**src/rtl/pwm_time_base_params.svh**
```systemverilog
// Register offsets, field positions, write masks, pin enable values and response codes.
`ifndef PWM_TIME_BASE_PARAMS_SVH
`define PWM_TIME_BASE_PARAMS_SVH
`define OFS_TB_CONTROL    8'h00
`define OFS_TB_COUNT      8'h04
`define OFS_TB_PERIOD     8'h08
`define OFS_EVT_COMPARE   8'h0C
`define OFS_PWM_CTRL_ONE  8'h10
`define OFS_PWM_CTRL_TWO  8'h14
`define OFS_STATUS        8'h18
`define TBC_ENABLE_BIT    15
`define TBC_IDLE_STOP_BIT 13
`define TBC_WMASK         16'hA0FF
`define CT1_WMASK         16'h0FFF
`define CT2_WMASK         16'h0F00
`define CNT_DIR_BIT       15
`define EVC_DIR_BIT       15
`define PIN_EN_ON         8'hFF
`define PIN_EN_OFF        8'h00
`define RESP_OKAY         2'b00
`define RESP_SLVERR       2'b10
`endif

```
**src/rtl/pwm_time_base_pkg.sv**
```systemverilog
// Types shared by the time base files.
package pwm_time_base_pkg;
    typedef enum logic [1:0] {
        MODE_FREE   = 2'b00,
        MODE_SINGLE = 2'b01,
        MODE_UPDN   = 2'b10,
        MODE_UPDN2  = 2'b11
    } tb_mode_t;
    typedef enum logic [2:0] {
        WR_IDLE = 3'b001,
        WR_EXEC = 3'b010,
        WR_RESP = 3'b100
    } wr_state_t;
endpackage

```
**src/rtl/event_postscaler.sv**
```systemverilog
// Divide-by-N postscaler emitting one pulse every Nth input event.
`timescale 1ns/10ps
module event_postscaler #(
    parameter int WIDTH = 4
) (
    // Clock and reset.
    input  wire logic             clk,
    input  wire logic             rst,
    // Control.
    input  wire logic             clear,
    input  wire logic [WIDTH-1:0] ratio_m1,
    // Events.
    input  wire logic             event_in,
    output logic                  event_out
);
    logic [WIDTH-1:0] count_q;
    // A clear in the same cycle as an event restarts the count.
    always_ff @(posedge clk) begin
        if (rst || clear) begin
            count_q <= '0;
        end else if (event_in) begin
            if (count_q >= ratio_m1) begin
                count_q <= '0;
            end else begin
                count_q <= count_q + 1'b1;
            end
        end
    end
    always_ff @(posedge clk) begin
        if (rst) begin
            event_out <= 1'b0;
        end else begin
            event_out <= event_in && !clear && (count_q >= ratio_m1);
        end
    end
    // Above 1:1 a pulse restarts the count, so it never lasts two cycles.
    chk_pulse_single : assert property (@(posedge clk)
        disable iff (rst) event_out && ratio_m1 != '0 |=> !event_out)
        else $error("postscaler pulse lasted two cycles");
endmodule

```
**src/rtl/pin_sync.sv**
```systemverilog
// Two-flop synchroniser for a bus of asynchronous pin inputs.
`timescale 1ns/10ps
module pin_sync #(
    parameter int WIDTH = 2,
    parameter logic [WIDTH-1:0] INIT = '1
) (
    // Clock and reset.
    input  wire logic             clk,
    input  wire logic             rst,
    // Data.
    input  wire logic [WIDTH-1:0] async_in,
    output logic      [WIDTH-1:0] sync_out
);
    logic [WIDTH-1:0] meta_q;
    always_ff @(posedge clk) begin
        if (rst) begin
            meta_q   <= INIT;
            sync_out <= INIT;
        end else begin
            meta_q   <= async_in;
            sync_out <= meta_q;
        end
    end
endmodule

```
**src/rtl/motor_pwm_time_base.sv**
```systemverilog
// Motor PWM time base with special event trigger and AXI4-Lite registers.
//
// Chosen here: the register offsets and the AXI4-Lite register port.
`timescale 1ns/10ps
`include "pwm_time_base_params.svh"
module motor_pwm_time_base
    import pwm_time_base_pkg::*;
(
    // Clock and reset.
    input  wire logic        CLK_SYS,
    input  wire logic        SYS_RST,
    // AXI4-Lite write address and data.
    input  wire logic [7:0]  S_AXI_AWADDR,
    input  wire logic        S_AXI_AWVALID,
    output logic             S_AXI_AWREADY,
    input  wire logic [31:0] S_AXI_WDATA,
    input  wire logic [3:0]  S_AXI_WSTRB,
    input  wire logic        S_AXI_WVALID,
    output logic             S_AXI_WREADY,
    output logic [1:0]       S_AXI_BRESP,
    output logic             S_AXI_BVALID,
    input  wire logic        S_AXI_BREADY,
    // AXI4-Lite read.
    input  wire logic [7:0]  S_AXI_ARADDR,
    input  wire logic        S_AXI_ARVALID,
    output logic             S_AXI_ARREADY,
    output logic [31:0]      S_AXI_RDATA,
    output logic [1:0]       S_AXI_RRESP,
    output logic             S_AXI_RVALID,
    input  wire logic        S_AXI_RREADY,
    // Power state and configuration.
    input  wire logic        CPU_IDLE,
    input  wire logic        CPU_SLEEP,
    input  wire logic        RESET_OUTPUT_STATE_FUSE,
    // Fault pins, active low.
    input  wire logic        FAULT_INPUT_A_N,
    input  wire logic        FAULT_INPUT_B_N,
    // Events.
    output logic             ADC_TRIGGER,
    output logic             TB_EVENT,
    output logic             SINGLE_PULSE_DONE,
    output logic             FAULT_WAKE,
    // PWM pin control: enable is low while the pin is driven.
    output logic [3:0]       PAIR_INDEPENDENT,
    output logic [3:0]       HIGH_PIN_ROUTED,
    output logic [3:0]       LOW_PIN_ROUTED,
    output logic [7:0]       PWM_PIN_OE_N,
    output logic [7:0]       PWM_FORCE_INACTIVE
);
    // Control registers.
    logic [15:0] tbc_q;
    logic [14:0] count_q;
    logic        dir_down_q;
    logic [14:0] period_q;
    logic [15:0] evc_q;
    logic [11:0] ctl1_q;
    logic [3:0]  evt_ops_q;
    logic        fuse_q;
    logic        fuse_taken_q;
    logic        force_inact_q;
    // Derived fields.
    tb_mode_t    mode;
    logic        tb_enable;
    logic        run;
    logic [5:0]  pre_q;
    logic [5:0]  pre_max;
    logic        tick;
    logic        period_match;
    logic        evt_match;
    logic        tb_evt_raw;
    logic        pulse_end;
    logic [1:0]  fault_n_s;
    // Bus write path.
    wr_state_t   wst_q;
    logic        aw_got_q;
    logic        w_got_q;
    logic [7:0]  waddr_q;
    logic [15:0] wdata_q;
    logic [1:0]  wstrb_q;
    logic        wr_do;
    logic [15:0] wmerge;
    logic        wr_tbc, wr_cnt, wr_per, wr_evc, wr_ct1, wr_ct2;
    logic [15:0] rd_word;
    logic        rd_hit;

    assign mode      = tb_mode_t'(tbc_q[1:0]);
    assign tb_enable = tbc_q[`TBC_ENABLE_BIT];
    // Idle only halts the base when the stop bit is set.
    assign run = tb_enable && !(CPU_IDLE && tbc_q[`TBC_IDLE_STOP_BIT]);

    // Prescaler terminal count from 2 bits: 0, 3, 15, 63.
    always_comb begin
        case (tbc_q[3:2])
            2'b00:   pre_max = 6'h00;
            2'b01:   pre_max = 6'h03;
            2'b10:   pre_max = 6'h0F;
            2'b11:   pre_max = 6'h3F;
            default: pre_max = 6'h00;
        endcase
    end
    always_ff @(posedge CLK_SYS) begin
        if (SYS_RST || !run) begin
            pre_q <= 6'h00;
        end else if (pre_q >= pre_max) begin
            pre_q <= 6'h00;
        end else begin
            pre_q <= pre_q + 6'h01;
        end
    end
    assign tick = run && (pre_q >= pre_max);
    assign period_match = (count_q == period_q);
    assign pulse_end = tick && (mode == MODE_SINGLE) && period_match;

    // Counter and direction.
    always_ff @(posedge CLK_SYS) begin
        if (SYS_RST) begin
            count_q    <= 15'h0000;
            dir_down_q <= 1'b0;
        end else if (wr_cnt) begin
            count_q <= wmerge[14:0];
        end else if (tick) begin
            case (mode)
                MODE_FREE, MODE_SINGLE: begin
                    dir_down_q <= 1'b0;
                    count_q    <= period_match ? 15'h0000
                                               : count_q + 15'h0001;
                end
                MODE_UPDN, MODE_UPDN2: begin
                    if (!dir_down_q && period_match) begin
                        dir_down_q <= 1'b1;
                        count_q    <= count_q - 15'h0001;
                    end else if (dir_down_q && count_q == 15'h0001) begin
                        dir_down_q <= 1'b0;
                        count_q    <= 15'h0000;
                    end else if (dir_down_q) begin
                        count_q <= count_q - 15'h0001;
                    end else begin
                        count_q <= count_q + 15'h0001;
                    end
                end
                default: count_q <= count_q;
            endcase
        end
    end

    // Time base events: period wrap, the bottom in up/down mode, or both ends in double update mode.
    always_comb begin
        case (mode)
            MODE_UPDN:  tb_evt_raw = tick && dir_down_q && count_q == 15'h0001;
            MODE_UPDN2: tb_evt_raw = tick && ((dir_down_q
                            && count_q == 15'h0001) || (!dir_down_q
                            && period_match));
            default:    tb_evt_raw = tick && period_match;
        endcase
    end
    event_postscaler #(.WIDTH(4)) tb_post (
        .clk      (CLK_SYS),
        .rst      (SYS_RST),
        .clear    (1'b0),
        .ratio_m1 (tbc_q[7:4]),
        .event_in (tb_evt_raw),
        .event_out(TB_EVENT)
    );

    // Compare match, qualified by direction only in up/down modes.
    assign evt_match = tick && (evc_q[14:0] == count_q)
        && ((mode == MODE_FREE || mode == MODE_SINGLE)
            || (evc_q[`EVC_DIR_BIT] == dir_down_q));
    event_postscaler #(.WIDTH(4)) evt_post (
        .clk      (CLK_SYS),
        .rst      (SYS_RST),
        .clear    (wr_evc),
        .ratio_m1 (evt_ops_q),
        .event_in (evt_match),
        .event_out(ADC_TRIGGER)
    );

    always_ff @(posedge CLK_SYS) begin
        if (SYS_RST) begin
            SINGLE_PULSE_DONE <= 1'b0;
        end else begin
            SINGLE_PULSE_DONE <= pulse_end;
        end
    end

    // Fault pins come from outside and are synchronised first.
    pin_sync #(.WIDTH(2), .INIT(2'b11)) fault_sync (
        .clk     (CLK_SYS),
        .rst     (SYS_RST),
        .async_in({FAULT_INPUT_B_N, FAULT_INPUT_A_N}),
        .sync_out(fault_n_s)
    );
    always_ff @(posedge CLK_SYS) begin
        if (SYS_RST) begin
            FAULT_WAKE <= 1'b0;
        end else begin
            FAULT_WAKE <= CPU_SLEEP && (fault_n_s != 2'b11);
        end
    end

    // The fuse is sampled on the first clock after reset release.
    always_ff @(posedge CLK_SYS) begin
        if (SYS_RST) begin
            fuse_taken_q <= 1'b0;
            fuse_q       <= 1'b1;
        end else if (!fuse_taken_q) begin
            fuse_taken_q <= 1'b1;
            fuse_q       <= RESET_OUTPUT_STATE_FUSE;
        end
    end

    // Register file with reset and write effects.
    always_ff @(posedge CLK_SYS) begin
        if (SYS_RST) begin
            tbc_q     <= 16'h0000;
            period_q  <= 15'h0000;
            evc_q     <= 16'h0000;
            evt_ops_q <= 4'h0;
            ctl1_q    <= {4'h0, `PIN_EN_OFF};
        end else begin
            if (!fuse_taken_q) begin
                ctl1_q[7:0] <= RESET_OUTPUT_STATE_FUSE ? `PIN_EN_OFF
                                                       : `PIN_EN_ON;
            end else if (wr_ct1) begin
                ctl1_q <= 12'(wmerge & `CT1_WMASK);
            end
            if (wr_tbc) begin
                tbc_q <= wmerge & `TBC_WMASK;
            end else if (pulse_end) begin
                tbc_q[`TBC_ENABLE_BIT] <= 1'b0;
            end
            if (wr_per) begin
                period_q <= wmerge[14:0];
            end
            if (wr_evc) begin
                evc_q <= wmerge;
            end
            if (wr_ct2) begin
                evt_ops_q <= wmerge[11:8];
            end
        end
    end

    // Enabled outputs forced inactive from any reset or end of single pulse.
    always_ff @(posedge CLK_SYS) begin
        if (SYS_RST) begin
            force_inact_q <= 1'b1;
        end else if (pulse_end) begin
            force_inact_q <= 1'b1;
        end else if (tick) begin
            force_inact_q <= 1'b0;
        end
    end
    assign PAIR_INDEPENDENT   = ctl1_q[11:8];
    assign HIGH_PIN_ROUTED    = ctl1_q[7:4];
    assign LOW_PIN_ROUTED     = ctl1_q[3:0];
    assign PWM_PIN_OE_N       = ~ctl1_q[7:0];
    assign PWM_FORCE_INACTIVE = {8{force_inact_q}} & ctl1_q[7:0];

    // AXI4-Lite write: address and data taken in either order.
    assign S_AXI_AWREADY = (wst_q == WR_IDLE) && !aw_got_q;
    assign S_AXI_WREADY  = (wst_q == WR_IDLE) && !w_got_q;
    always_ff @(posedge CLK_SYS) begin
        if (SYS_RST) begin
            wst_q    <= WR_IDLE;
            aw_got_q <= 1'b0;
            w_got_q  <= 1'b0;
            waddr_q  <= 8'h00;
            wdata_q  <= 16'h0000;
            wstrb_q  <= 2'b00;
            S_AXI_BVALID <= 1'b0;
            S_AXI_BRESP  <= `RESP_OKAY;
        end else begin
            case (wst_q)
                WR_IDLE: begin
                    if (S_AXI_AWVALID && S_AXI_AWREADY) begin
                        aw_got_q <= 1'b1;
                        waddr_q  <= S_AXI_AWADDR;
                    end
                    if (S_AXI_WVALID && S_AXI_WREADY) begin
                        w_got_q <= 1'b1;
                        wdata_q <= S_AXI_WDATA[15:0];
                        wstrb_q <= S_AXI_WSTRB[1:0];
                    end
                    if ((aw_got_q || S_AXI_AWVALID)
                        && (w_got_q || S_AXI_WVALID)) begin
                        wst_q <= WR_EXEC;
                    end
                end
                WR_EXEC: begin
                    aw_got_q     <= 1'b0;
                    w_got_q      <= 1'b0;
                    S_AXI_BVALID <= 1'b1;
                    S_AXI_BRESP  <= (waddr_q[7:2] <= 6'h06)
                                    ? `RESP_OKAY : `RESP_SLVERR;
                    wst_q        <= WR_RESP;
                end
                WR_RESP: begin
                    if (S_AXI_BREADY) begin
                        S_AXI_BVALID <= 1'b0;
                        wst_q        <= WR_IDLE;
                    end
                end
                default: wst_q <= WR_IDLE;
            endcase
        end
    end
    assign wr_do  = (wst_q == WR_EXEC);
    assign wr_tbc = wr_do && waddr_q[7:2] == 6'(`OFS_TB_CONTROL >> 2);
    assign wr_cnt = wr_do && waddr_q[7:2] == 6'(`OFS_TB_COUNT >> 2);
    assign wr_per = wr_do && waddr_q[7:2] == 6'(`OFS_TB_PERIOD >> 2);
    assign wr_evc = wr_do && waddr_q[7:2] == 6'(`OFS_EVT_COMPARE >> 2);
    assign wr_ct1 = wr_do && waddr_q[7:2] == 6'(`OFS_PWM_CTRL_ONE >> 2);
    assign wr_ct2 = wr_do && waddr_q[7:2] == 6'(`OFS_PWM_CTRL_TWO >> 2);

    // Merge byte lanes with the current register word.
    always_comb begin
        rd_hit = 1'b1;
        case (waddr_q[7:2])
            6'h00:   rd_word = tbc_q;
            6'h01:   rd_word = {dir_down_q, count_q};
            6'h02:   rd_word = {1'b0, period_q};
            6'h03:   rd_word = evc_q;
            6'h04:   rd_word = {4'h0, ctl1_q};
            6'h05:   rd_word = {4'h0, evt_ops_q, 8'h00};
            default: begin
                rd_word = 16'h0000;
                rd_hit  = 1'b0;
            end
        endcase
        wmerge[7:0]  = wstrb_q[0] ? wdata_q[7:0] : rd_word[7:0];
        wmerge[15:8] = wstrb_q[1] ? wdata_q[15:8] : rd_word[15:8];
    end

    // AXI4-Lite read, one cycle after the address is taken.
    assign S_AXI_ARREADY = !S_AXI_RVALID;
    always_ff @(posedge CLK_SYS) begin
        if (SYS_RST) begin
            S_AXI_RVALID <= 1'b0;
            S_AXI_RDATA  <= 32'h00000000;
            S_AXI_RRESP  <= `RESP_OKAY;
        end else if (S_AXI_ARVALID && S_AXI_ARREADY) begin
            S_AXI_RVALID <= 1'b1;
            S_AXI_RRESP  <= `RESP_OKAY;
            case (S_AXI_ARADDR[7:2])
                6'h00: S_AXI_RDATA <= {16'h0000, tbc_q};
                6'h01: S_AXI_RDATA <= {16'h0000, dir_down_q, count_q};
                6'h02: S_AXI_RDATA <= {17'h00000, period_q};
                6'h03: S_AXI_RDATA <= {16'h0000, evc_q};
                6'h04: S_AXI_RDATA <= {20'h00000, ctl1_q};
                6'h05: S_AXI_RDATA <= {20'h00000, evt_ops_q, 8'h00};
                6'h06: S_AXI_RDATA <= {29'h00000000, fuse_q, FAULT_WAKE,
                                       force_inact_q};
                default: begin
                    S_AXI_RDATA <= 32'h00000000;
                    S_AXI_RRESP <= `RESP_SLVERR;
                end
            endcase
        end else if (S_AXI_RREADY) begin
            S_AXI_RVALID <= 1'b0;
        end
    end

    // Checks.
    chk_single_clears_en : assert property (@(posedge CLK_SYS)
        disable iff (SYS_RST) pulse_end && !wr_tbc |=> !tb_enable)
        else $error("single pulse end left enable set");
    chk_halt_idle : assert property (@(posedge CLK_SYS)
        disable iff (SYS_RST) CPU_IDLE && tbc_q[13] && !wr_cnt
        |=> $stable(count_q))
        else $error("count moved while halted in idle");
    chk_stop_disabled : assert property (@(posedge CLK_SYS)
        disable iff (SYS_RST) !tb_enable && !wr_cnt |=> $stable(count_q))
        else $error("count moved while disabled");
    chk_dir_qualify : assert property (@(posedge CLK_SYS)
        disable iff (SYS_RST) evt_match && mode[1]
        |-> evc_q[15] == dir_down_q)
        else $error("trigger in wrong direction");
    chk_free_nodown : assert property (@(posedge CLK_SYS)
        disable iff (SYS_RST) tick && !mode[1] && !wr_cnt |=> !dir_down_q)
        else $error("counting down in edge mode");
    chk_wake_fault : assert property (@(posedge CLK_SYS)
        disable iff (SYS_RST) CPU_SLEEP && fault_n_s == 2'b11
        |=> !FAULT_WAKE)
        else $error("wake without fault");
    // Pins take the fuse level on the first clock after reset release.
    chk_fuse_pins : assert property (@(posedge CLK_SYS)
        disable iff (SYS_RST) $rose(fuse_taken_q)
        |-> PWM_PIN_OE_N == {8{fuse_q}})
        else $error("pin enables did not follow the fuse");
    chk_per_top_zero : assert property (@(posedge CLK_SYS)
        disable iff (SYS_RST) S_AXI_RVALID
        && $past(S_AXI_ARADDR[7:2]) == 6'h02
        && $rose(S_AXI_RVALID) |-> !S_AXI_RDATA[15])
        else $error("period top bit not zero");
endmodule

```
**config.mk**
```make
export PLATFORM = sky130hd
export DESIGN_NAME = motor_pwm_time_base
export DESIGN_NICKNAME = d
export VERILOG_FILES = /design/src/rtl/pwm_time_base_pkg.sv /design/src/rtl/event_postscaler.sv /design/src/rtl/pin_sync.sv /design/src/rtl/motor_pwm_time_base.sv
export VERILOG_INCLUDE_DIRS = /design/src /design/src/rtl
export SDC_FILE = /design/constraint.sdc
export NUM_CORES = 1
export LEC_CHECK = 0
export BUFFER_PORTS_ARGS = -buffer_cell sky130_fd_sc_hd__buf_2
export CAP_MARGIN = 20
export CORE_MARGIN = 5
export CORE_UTILIZATION = 58
export CTS_BUF_LIST = sky130_fd_sc_hd__clkbuf_16
export DETAILED_ROUTE_END_ITERATION = 6
export PLACE_DENSITY = 0.81
export REMOVE_ABC_BUFFERS = 1
export SYNTH_ARGS = -nofsm -noshare
export SYNTH_HDL_FRONTEND = slang
export SYNTH_SLANG_ARGS = --single-unit
```
**constraint.sdc**
```tcl
create_clock -name CLK_SYS -period 3.39 [get_ports CLK_SYS]
set_input_delay 0.5085 -clock CLK_SYS [delete_from_list [all_inputs] [get_ports CLK_SYS]]
set_output_delay 0.5085 -clock CLK_SYS [all_outputs]
set_load 0.01 [all_outputs]
```
==> results of run 1 <==
[worst register-to-register path, stage by stage, from the launching register on]
cell	delay (ns)
dfxtp_1	0.41
or2_2	0.33
ha_1	0.28
nor2b_1	0.04
o21ai_0	0.28
a41oi_1	0.21
or4_1	0.73
or4_1	0.48
a211oi_2	0.22
[through the flow]
step	utilization, %	setup WS (ns)
2_1_floorplan	-	0.751
3_3_place_gp	63.5	0.475
3_5_place_dp	63.5	0.420
4_1_cts	67.4	0.358
5_1_grt	67.4	0.151
6_report	67.4	0.336
[registers in the layout, summed over array words and instances (netlist names), 4 cells and up]
register	count
evt_post.count_q	4
S_AXI_RDATA	16
ctl1_q	12
waddr_q	6
evt_ops_q	4
evc_q	16
count_q	15
period_q	15
pre_q	6
tb_post.count_q	4
tbc_q	10
wdata_q	16
[cell usage in the layout, fill, tap and decap left out, drive strengths merged, types with 5 or more instances in the layout]
cell,netlist,final
a21o,8,8
conb,1,18
a22o,13,13
xnor2,24,24
ha,20,20
or2,7,7
o21ai,36,36
or4,7,7
inv,35,41
mux2i,17,17
nor4,13,13
a31oi,13,13
o31ai,6,6
nand2b,6,6
buf,44,134
and3,12,12
mux2,19,19
o22ai,6,6
o221ai,7,7
xor2,28,28
or3,6,6
dfxtp,147,147
nor3,32,32
mux4,14,14
nor2,110,110
nand4,9,9
and2,19,19
nand3,36,36
nand2,123,123
a22oi,38,38
nor2b,6,6
clkinvlp,0,6
a211oi,38,38
a21oi,81,81
a221o,5,5
a2111oi,5,5
clkbuf,56,17
[routing by layer]
layer / GRT usage, % / vias to the layer above
li1: - / 3986
met1: 39.6 / 4047
met2: 46.2 / 543
met3: 7.40 / 101
met4: 12.9 / 0
met5: 0 / -
[where the power goes]
part	switching, W	internal [W]
clock network	0.000804	0.00103
logic	0.000727	0.000361
registers	0.000135	0.00184
[area by class of cell]
type / count / area share (%)
Clock inverter: 15 / 1.50
Tap cell: 184 / 2.34
Clock buffer: 17 / 4.33
Multi-Input combinational cell: 812 / 52.7
Inverter: 36 / 1.37
Timing Repair Buffer: 134 / 7.81
Sequential cell: 147 / 29.9
[worst min-delay path by stage]
stage / start / to / cells after the start
5_1_grt: FAULT_INPUT_B_N / fault_sync.meta_q[1] / 2
3_3_place_gp: fault_sync.meta_q[1] / fault_sync.sync_out[1] / 1
6_report: FAULT_INPUT_A_N / fault_sync.meta_q[0] / 2
4_1_cts: FAULT_INPUT_A_N / fault_sync.meta_q[0] / 2
2_1_floorplan: fault_sync.meta_q[0] / fault_sync.sync_out[0] / 1
3_5_place_dp: fault_sync.meta_q[0] / fault_sync.sync_out[0] / 1
[cells in the mapped netlist, types with 4 or more instances]
cell type,instances
o22ai_1,6
buf_1,7
nor2b_1,6
xnor2_1,24
or4_1,7
or2_2,6
nor2_1,110
a22oi_1,38
buf_4,18
a2111oi_0,4
clkbuf_1,56
buf_2,17
a31oi_1,13
mux2_2,19
nand3_1,36
and3_1,12
a221o_1,5
nand2b_1,6
o221ai_1,7
o31ai_1,6
nand4_1,9
and2_1,19
inv_1,35
a21o_1,8
o311ai_0,4
mux2i_1,17
xor2_1,28
a21oi_1,81
o21ai_0,36
a211oi_1,36
or3_1,6
nor3_1,32
mux4_2,14
ha_1,20
a22o_1,13
dfxtp_1,147
nand2_1,123
nor4_1,9
o32ai_1,4
[logic make-up (layout without fill, tap and decap cells)]
family | count (synthesis) | after routing | share of synthesized area (%)
fa+ha+maj | 20 | 20 | 2.88
flops | 147 | 147 | 33.9
xor+xnor | 52 | 52 | 5.25
buf+inv | 136 | 202 | 7.08
simple gates | 396 | 396 | 21.6
other cells | 1 | 18 | 0.0432
mux | 50 | 50 | 8.06
compound gates | 276 | 276 | 21.2
==> impl_metrics.toml, run 1 <==
[status]
status = "finished, final reports clean"

[pwr]
p_total_w = 0.00489
leakage_nw = 3.80
ir_drop_mv = 0.556
p_per_area_nw_per_um2 = 497

[synth]
synth_warnings = 0
synth.distinct_cells = 60
synth_area_leaders = "dfxtp_1, nand2_1, nor2_1, a21oi_1, mux4_2"
synth_area_per_cell_um2 = 8.05
syn-cell-area_um2 = 8670
synth_edf_count = 0
synthCells = 1078
yosys.area.top_type_share_pct = 33.9
ys.flop_type = "dfxtp_1"
ys_ff_latch = 147
ys_async_sr_fraction_pct = 0
ys_seq_area_share_pct = 33.9
synth.largest_area_cell = "dfxtp_1"

[clocking]
ctsResizeCount = 0
ctsHoldBuffers = 0
cts_buffer_depth = 2
path_clk_slew_ns = 0.07
clock_sinks = 147
cts_buffers = 17
root_buffer = "clkbuf_16"
cts_tree = "yes"
htree_levels = 4
post-cts-setup-buffers = 0
clk_latency_ns = 0.43

[worst_setup_path]
ff2ff_setup_slack_ns = 0.34
critPathCaptureType = "register"
rr_worst_depth = 8
critPathLaunchType = "register"
slowest_delay_ns = 0.73
reg2reg_to = "evt_post.count_q[2]"
worstSetupPathType = "reg -> reg"
r2r-start = "tbc_q[3]"
cp_max_fo = 9
crit_end = "evt_post.count_q[2]"
cp.depth = 8
cpMostUsedCell = "or4_1"
worst-path-buf-inv = 0
crit_required_ns = 3.74
startpoint = "tbc_q[3]"
critPathSlowestCell = "or4_1"
crit_family = "simple AND/OR/NAND/NOR gates"
arrival_ns = 3.40
path_cells = "or2_2 -> ha_1 -> nor2b_1 -> o21ai_0 -> a41oi_1 -> or4_1 -> or4_1 -> a211oi_2"

[floorplanning]
num_rows = 44
dieArea_um2 = 17500
fp.dieH_um = 132
initial_core_util_pct = 59.5
core_um2 = 14600
die_w_um = 132
io_pins = 137

[timing]
maxSlewHeadroom_pct = 35.7
fin_crit_ns = 3.05
slew_violations = 0
fin_tns_setup_ns = 0
min_period_over_period_pct = 90.1
setup_viol = 0
skew_ns = 0.00692
rsz0062_at_grt = "false"
worstMarginPinSlew_ns = 0.964
finalHoldViolCount = 0
fin_hold_ws_ns = 0.254
max_freq_ghz = 0.327

[route]
drt-total-wl_mm = 26.4
drc_errors = 0
routed_via_density = 6.45
ant_nets = 0
dr.max_layer_used = "met4"
wl_per_cell_um = 19.6
drt-met1-wl_mm = 10.2
num_vias = 8677
drt_pass1_iterations = 6
drt_iter0_drc = 1101
wl_met3_mm = 2.93
wl_met2_mm = 12.2

[placed_design]
postPlaceCellArea_um2 = 9260
gp_congestion = 0.967
place_inst = 1313
io_buffers = 96
hpwl_mm = 18.8

[global_routing]
overflow = 0
grt_pass1_wl_mm = 42.7
grt_max_degree = 48
antenna_found_initial = 0
grt_pass1_vias = 8285
grt_usage_pct = 29.8

[flow_run]
maxCapViolCount = 0

[layout]
n_antenna_cell = 0
drive_gt1_share_pct = 18.4
seq_area_um2 = 2940
syn2layout_area_growth_pct = 13.3
fill_cells = 1194
fin_cells = 1345
layout.nets = 1232
finalInstanceArea_um2 = 9830
multi_input_area_um2 = 5180

[hold_path]
min_path_type = "in -> reg"
Note: power is estimated with default switching activity, not from simulation.
==> inputs of run 2 (changes only) <==
--- a/config.mk
+++ b/config.mk
@@ -8,6 +8,7 @@
 export LEC_CHECK = 0
 export BUFFER_PORTS_ARGS = -buffer_cell sky130_fd_sc_hd__buf_2
 export CAP_MARGIN = 20
+export CORE_ASPECT_RATIO = 1.25
 export CORE_MARGIN = 5
 export CORE_UTILIZATION = 58
 export CTS_BUF_LIST = sky130_fd_sc_hd__clkbuf_16
==> run 2 against run 1 <==
Against the previous run:
- total power decreased by 0.18%
- routed wire length decreased by 1.8%
- worst hold slack gained 0.0067 ns
- global-route usage decreased by 0.70 points
- die area about the same
- setup slack improved by 0.022 ns
- fmax increased by 0.72%
- final area is 0.24% lower
- non-clock buffer count is 6 lower
- combinational power is essentially flat
- critical endpoint is now evt_post.count_q[3]
- highest routed layer unchanged
==> impl_metrics.toml, run 2 (synthesis results as in run 1) <==
[pwr]
swShare_pct = 33.6
p_comb_share_pct = 21.7
ir_drop_mv = 0.477
p_int_w = 0.00324
p_per_area_nw_per_um2 = 498
seqPwrFrac_pct = 40.6
p_clk_share_pct = 37.7
p_switching_w = 0.00164
leakage_nw = 3.79

[clocking]
cts_buffers = 17
clock_sinks = 147
path_clk_slew_ns = 0.07
clk_latency_ns = 0.42
root_buffer = "clkbuf_16"
cts_tree = "yes"
ctsHoldBuffers = 0
post-cts-setup-buffers = 0
htree_levels = 4
cts_buffer_depth = 2
ctsResizeCount = 0

[floorplanning]
die_w_um = 119
initial_core_util_pct = 58.5
dieArea_um2 = 17500
io_pins = 137
core_um2 = 14800
num_rows = 50
fp.dieH_um = 147

[global_routing]
grt_max_degree = 82
overflow = 0
grt_pass1_vias = 8075
grt_pass1_wl_mm = 41.3
grt_usage_pct = 29.1
antenna_found_initial = 0

[timing]
min_period_over_period_pct = 89.4
rsz0062_at_grt = "false"
max_freq_ghz = 0.330
skew_ns = 0.0117
worstMarginPinSlew_ns = 0.829
maxSlewHeadroom_pct = 44.5
slew_violations = 0
finalHoldViolCount = 0
fin_tns_setup_ns = 0
setup_viol = 0
fin_crit_ns = 3.03

[placed_design]
place_inst = 1305
io_buffers = 96
gp_congestion = 1.02
hpwl_mm = 18.8

[worst_setup_path]
worst-path-buf-inv = 0
r2r-start = "tbc_q[3]"
slowest_delay_ns = 0.75
arrival_ns = 3.38
worstSetupPathType = "reg -> reg"
cpMostUsedCell = "or4_1"
startpoint = "tbc_q[3]"
path_cells = "or2_2 -> ha_1 -> nor2b_1 -> o21ai_0 -> a41oi_1 -> or4_1 -> or4_1 -> a211oi_2"
critPathSlowestCell = "or4_1"
cp_max_fo = 9
critPathCaptureType = "register"
critPathLaunchType = "register"
crit_required_ns = 3.73
crit_family = "simple AND/OR/NAND/NOR gates"

[route]
num_vias = 8521
ant_nets = 0
wl_per_cell_um = 19.4
routed_via_density = 6.37
drc_errors = 0
drt_pass1_iterations = 6
drt-met1-wl_mm = 9.77
dr.max_layer_used = "met4"
drt-total-wl_mm = 26.0
drt_iter0_drc = 771
wl_met2_mm = 12.2
wl_met3_mm = 2.15

[layout]
layout.nets = 1226
drive_gt1_share_pct = 17.9
n_antenna_cell = 0
fill_cells = 1191
final_cell_mix = "dfxtp_1, nand2_1, nor2_1, buf_2, a21oi_1"
mostFrequentLayoutCell = "dfxtp_1"
syn2layout_area_growth_pct = 13.1
reg_top3 = "S_AXI_RDATA (16), evc_q (16), wdata_q (16)"
fin_cells = 1337

[status]
status = "finished, final reports clean"

[hold_path]
min_path_type = "in -> reg"
worstHoldStart = "S_AXI_RREADY"

[flow_run]
maxCapViolCount = 0
-- run 2: cell count changes in the layout (fill, tap and decap cells not counted) --
cell | previous run | this run
buf_4 | 39 | 31
clkinvlp_4 | 6 | 2
buf_12 | 0 | 2
clkinv_4 | 2 | 4
clkinv_1 | 1 | 2
clkinv_2 | 0 | 1
inv_6 | 5 | 4
inv_8 | 1 | 2
-- run 2: power by group through the flow --
stage / combinational (W) / sequential, W / clock, W
after detailed placement: 0.00103 / 0.00201 / 0
after CTS: 0.00104 / 0.00197 / 0.00184
after floorplan: 0.000624 / 0.00200 / 0
final: 0.00106 / 0.00198 / 0.00184
after global routing: 0.00116 / 0.00200 / 0.00192
after global placement: 0.00102 / 0.00201 / 0
-- run 2: path summary, 6_finish.rpt --
kind              slack [ns]  cells after the start                endpoint
setup / recovery        0.36                      8     evt_post.count_q[3]
hold / removal          0.26                      2            S_AXI_RVALID
setup reg to reg        0.36                      8     evt_post.count_q[3]
hold reg to reg         0.41                      1  fault_sync.sync_out[0]
-- run 2: area by class of cell --
| type | count | area [um2] | area share (%) |
|---|---|---|---|
| sequential | 147 | 2940 | 30.0 |
| multi-input combinational | 812 | 5180 | 52.8 |
| clock buffer | 17 | 425 | 4.34 |
| timing repair buffer | 128 | 748 | 7.63 |
| tap | 182 | 228 | 2.32 |
| clock inverter | 15 | 146 | 1.49 |
| inverter | 36 | 135 | 1.38 |
-- run 2: worst reg2reg max path: stages (launching register included) --
cell,delay [ns]
dfxtp_1,0.41
or2_2,0.33
ha_1,0.28
nor2b_1,0.04
o21ai_0,0.24
a41oi_1,0.20
or4_1,0.75
or4_1,0.48
a211oi_2,0.22
-- run 2: layer usage --
metal  track usage, %  vias up
met5                0        -
met4             18.3        0
met3             4.85      115
met2             48.4      477
met1             34.9     3951
li1                 -     3978
-- run 2: stage by stage --
step	setup slack (ns)	instance area (um2)	power, W	hold WS, ns	util [%]
after floorplan	0.751	8260	0.00262	0.389	-
after global placement	0.484	9240	0.00303	0.390	62.3
after detailed placement	0.424	9240	0.00305	0.398	62.3
after CTS	0.413	9810	0.00486	0.259	66.1
after global routing	0.164	9810	0.00507	0.264	66.1
final	0.358	9810	0.00488	0.261	66.1
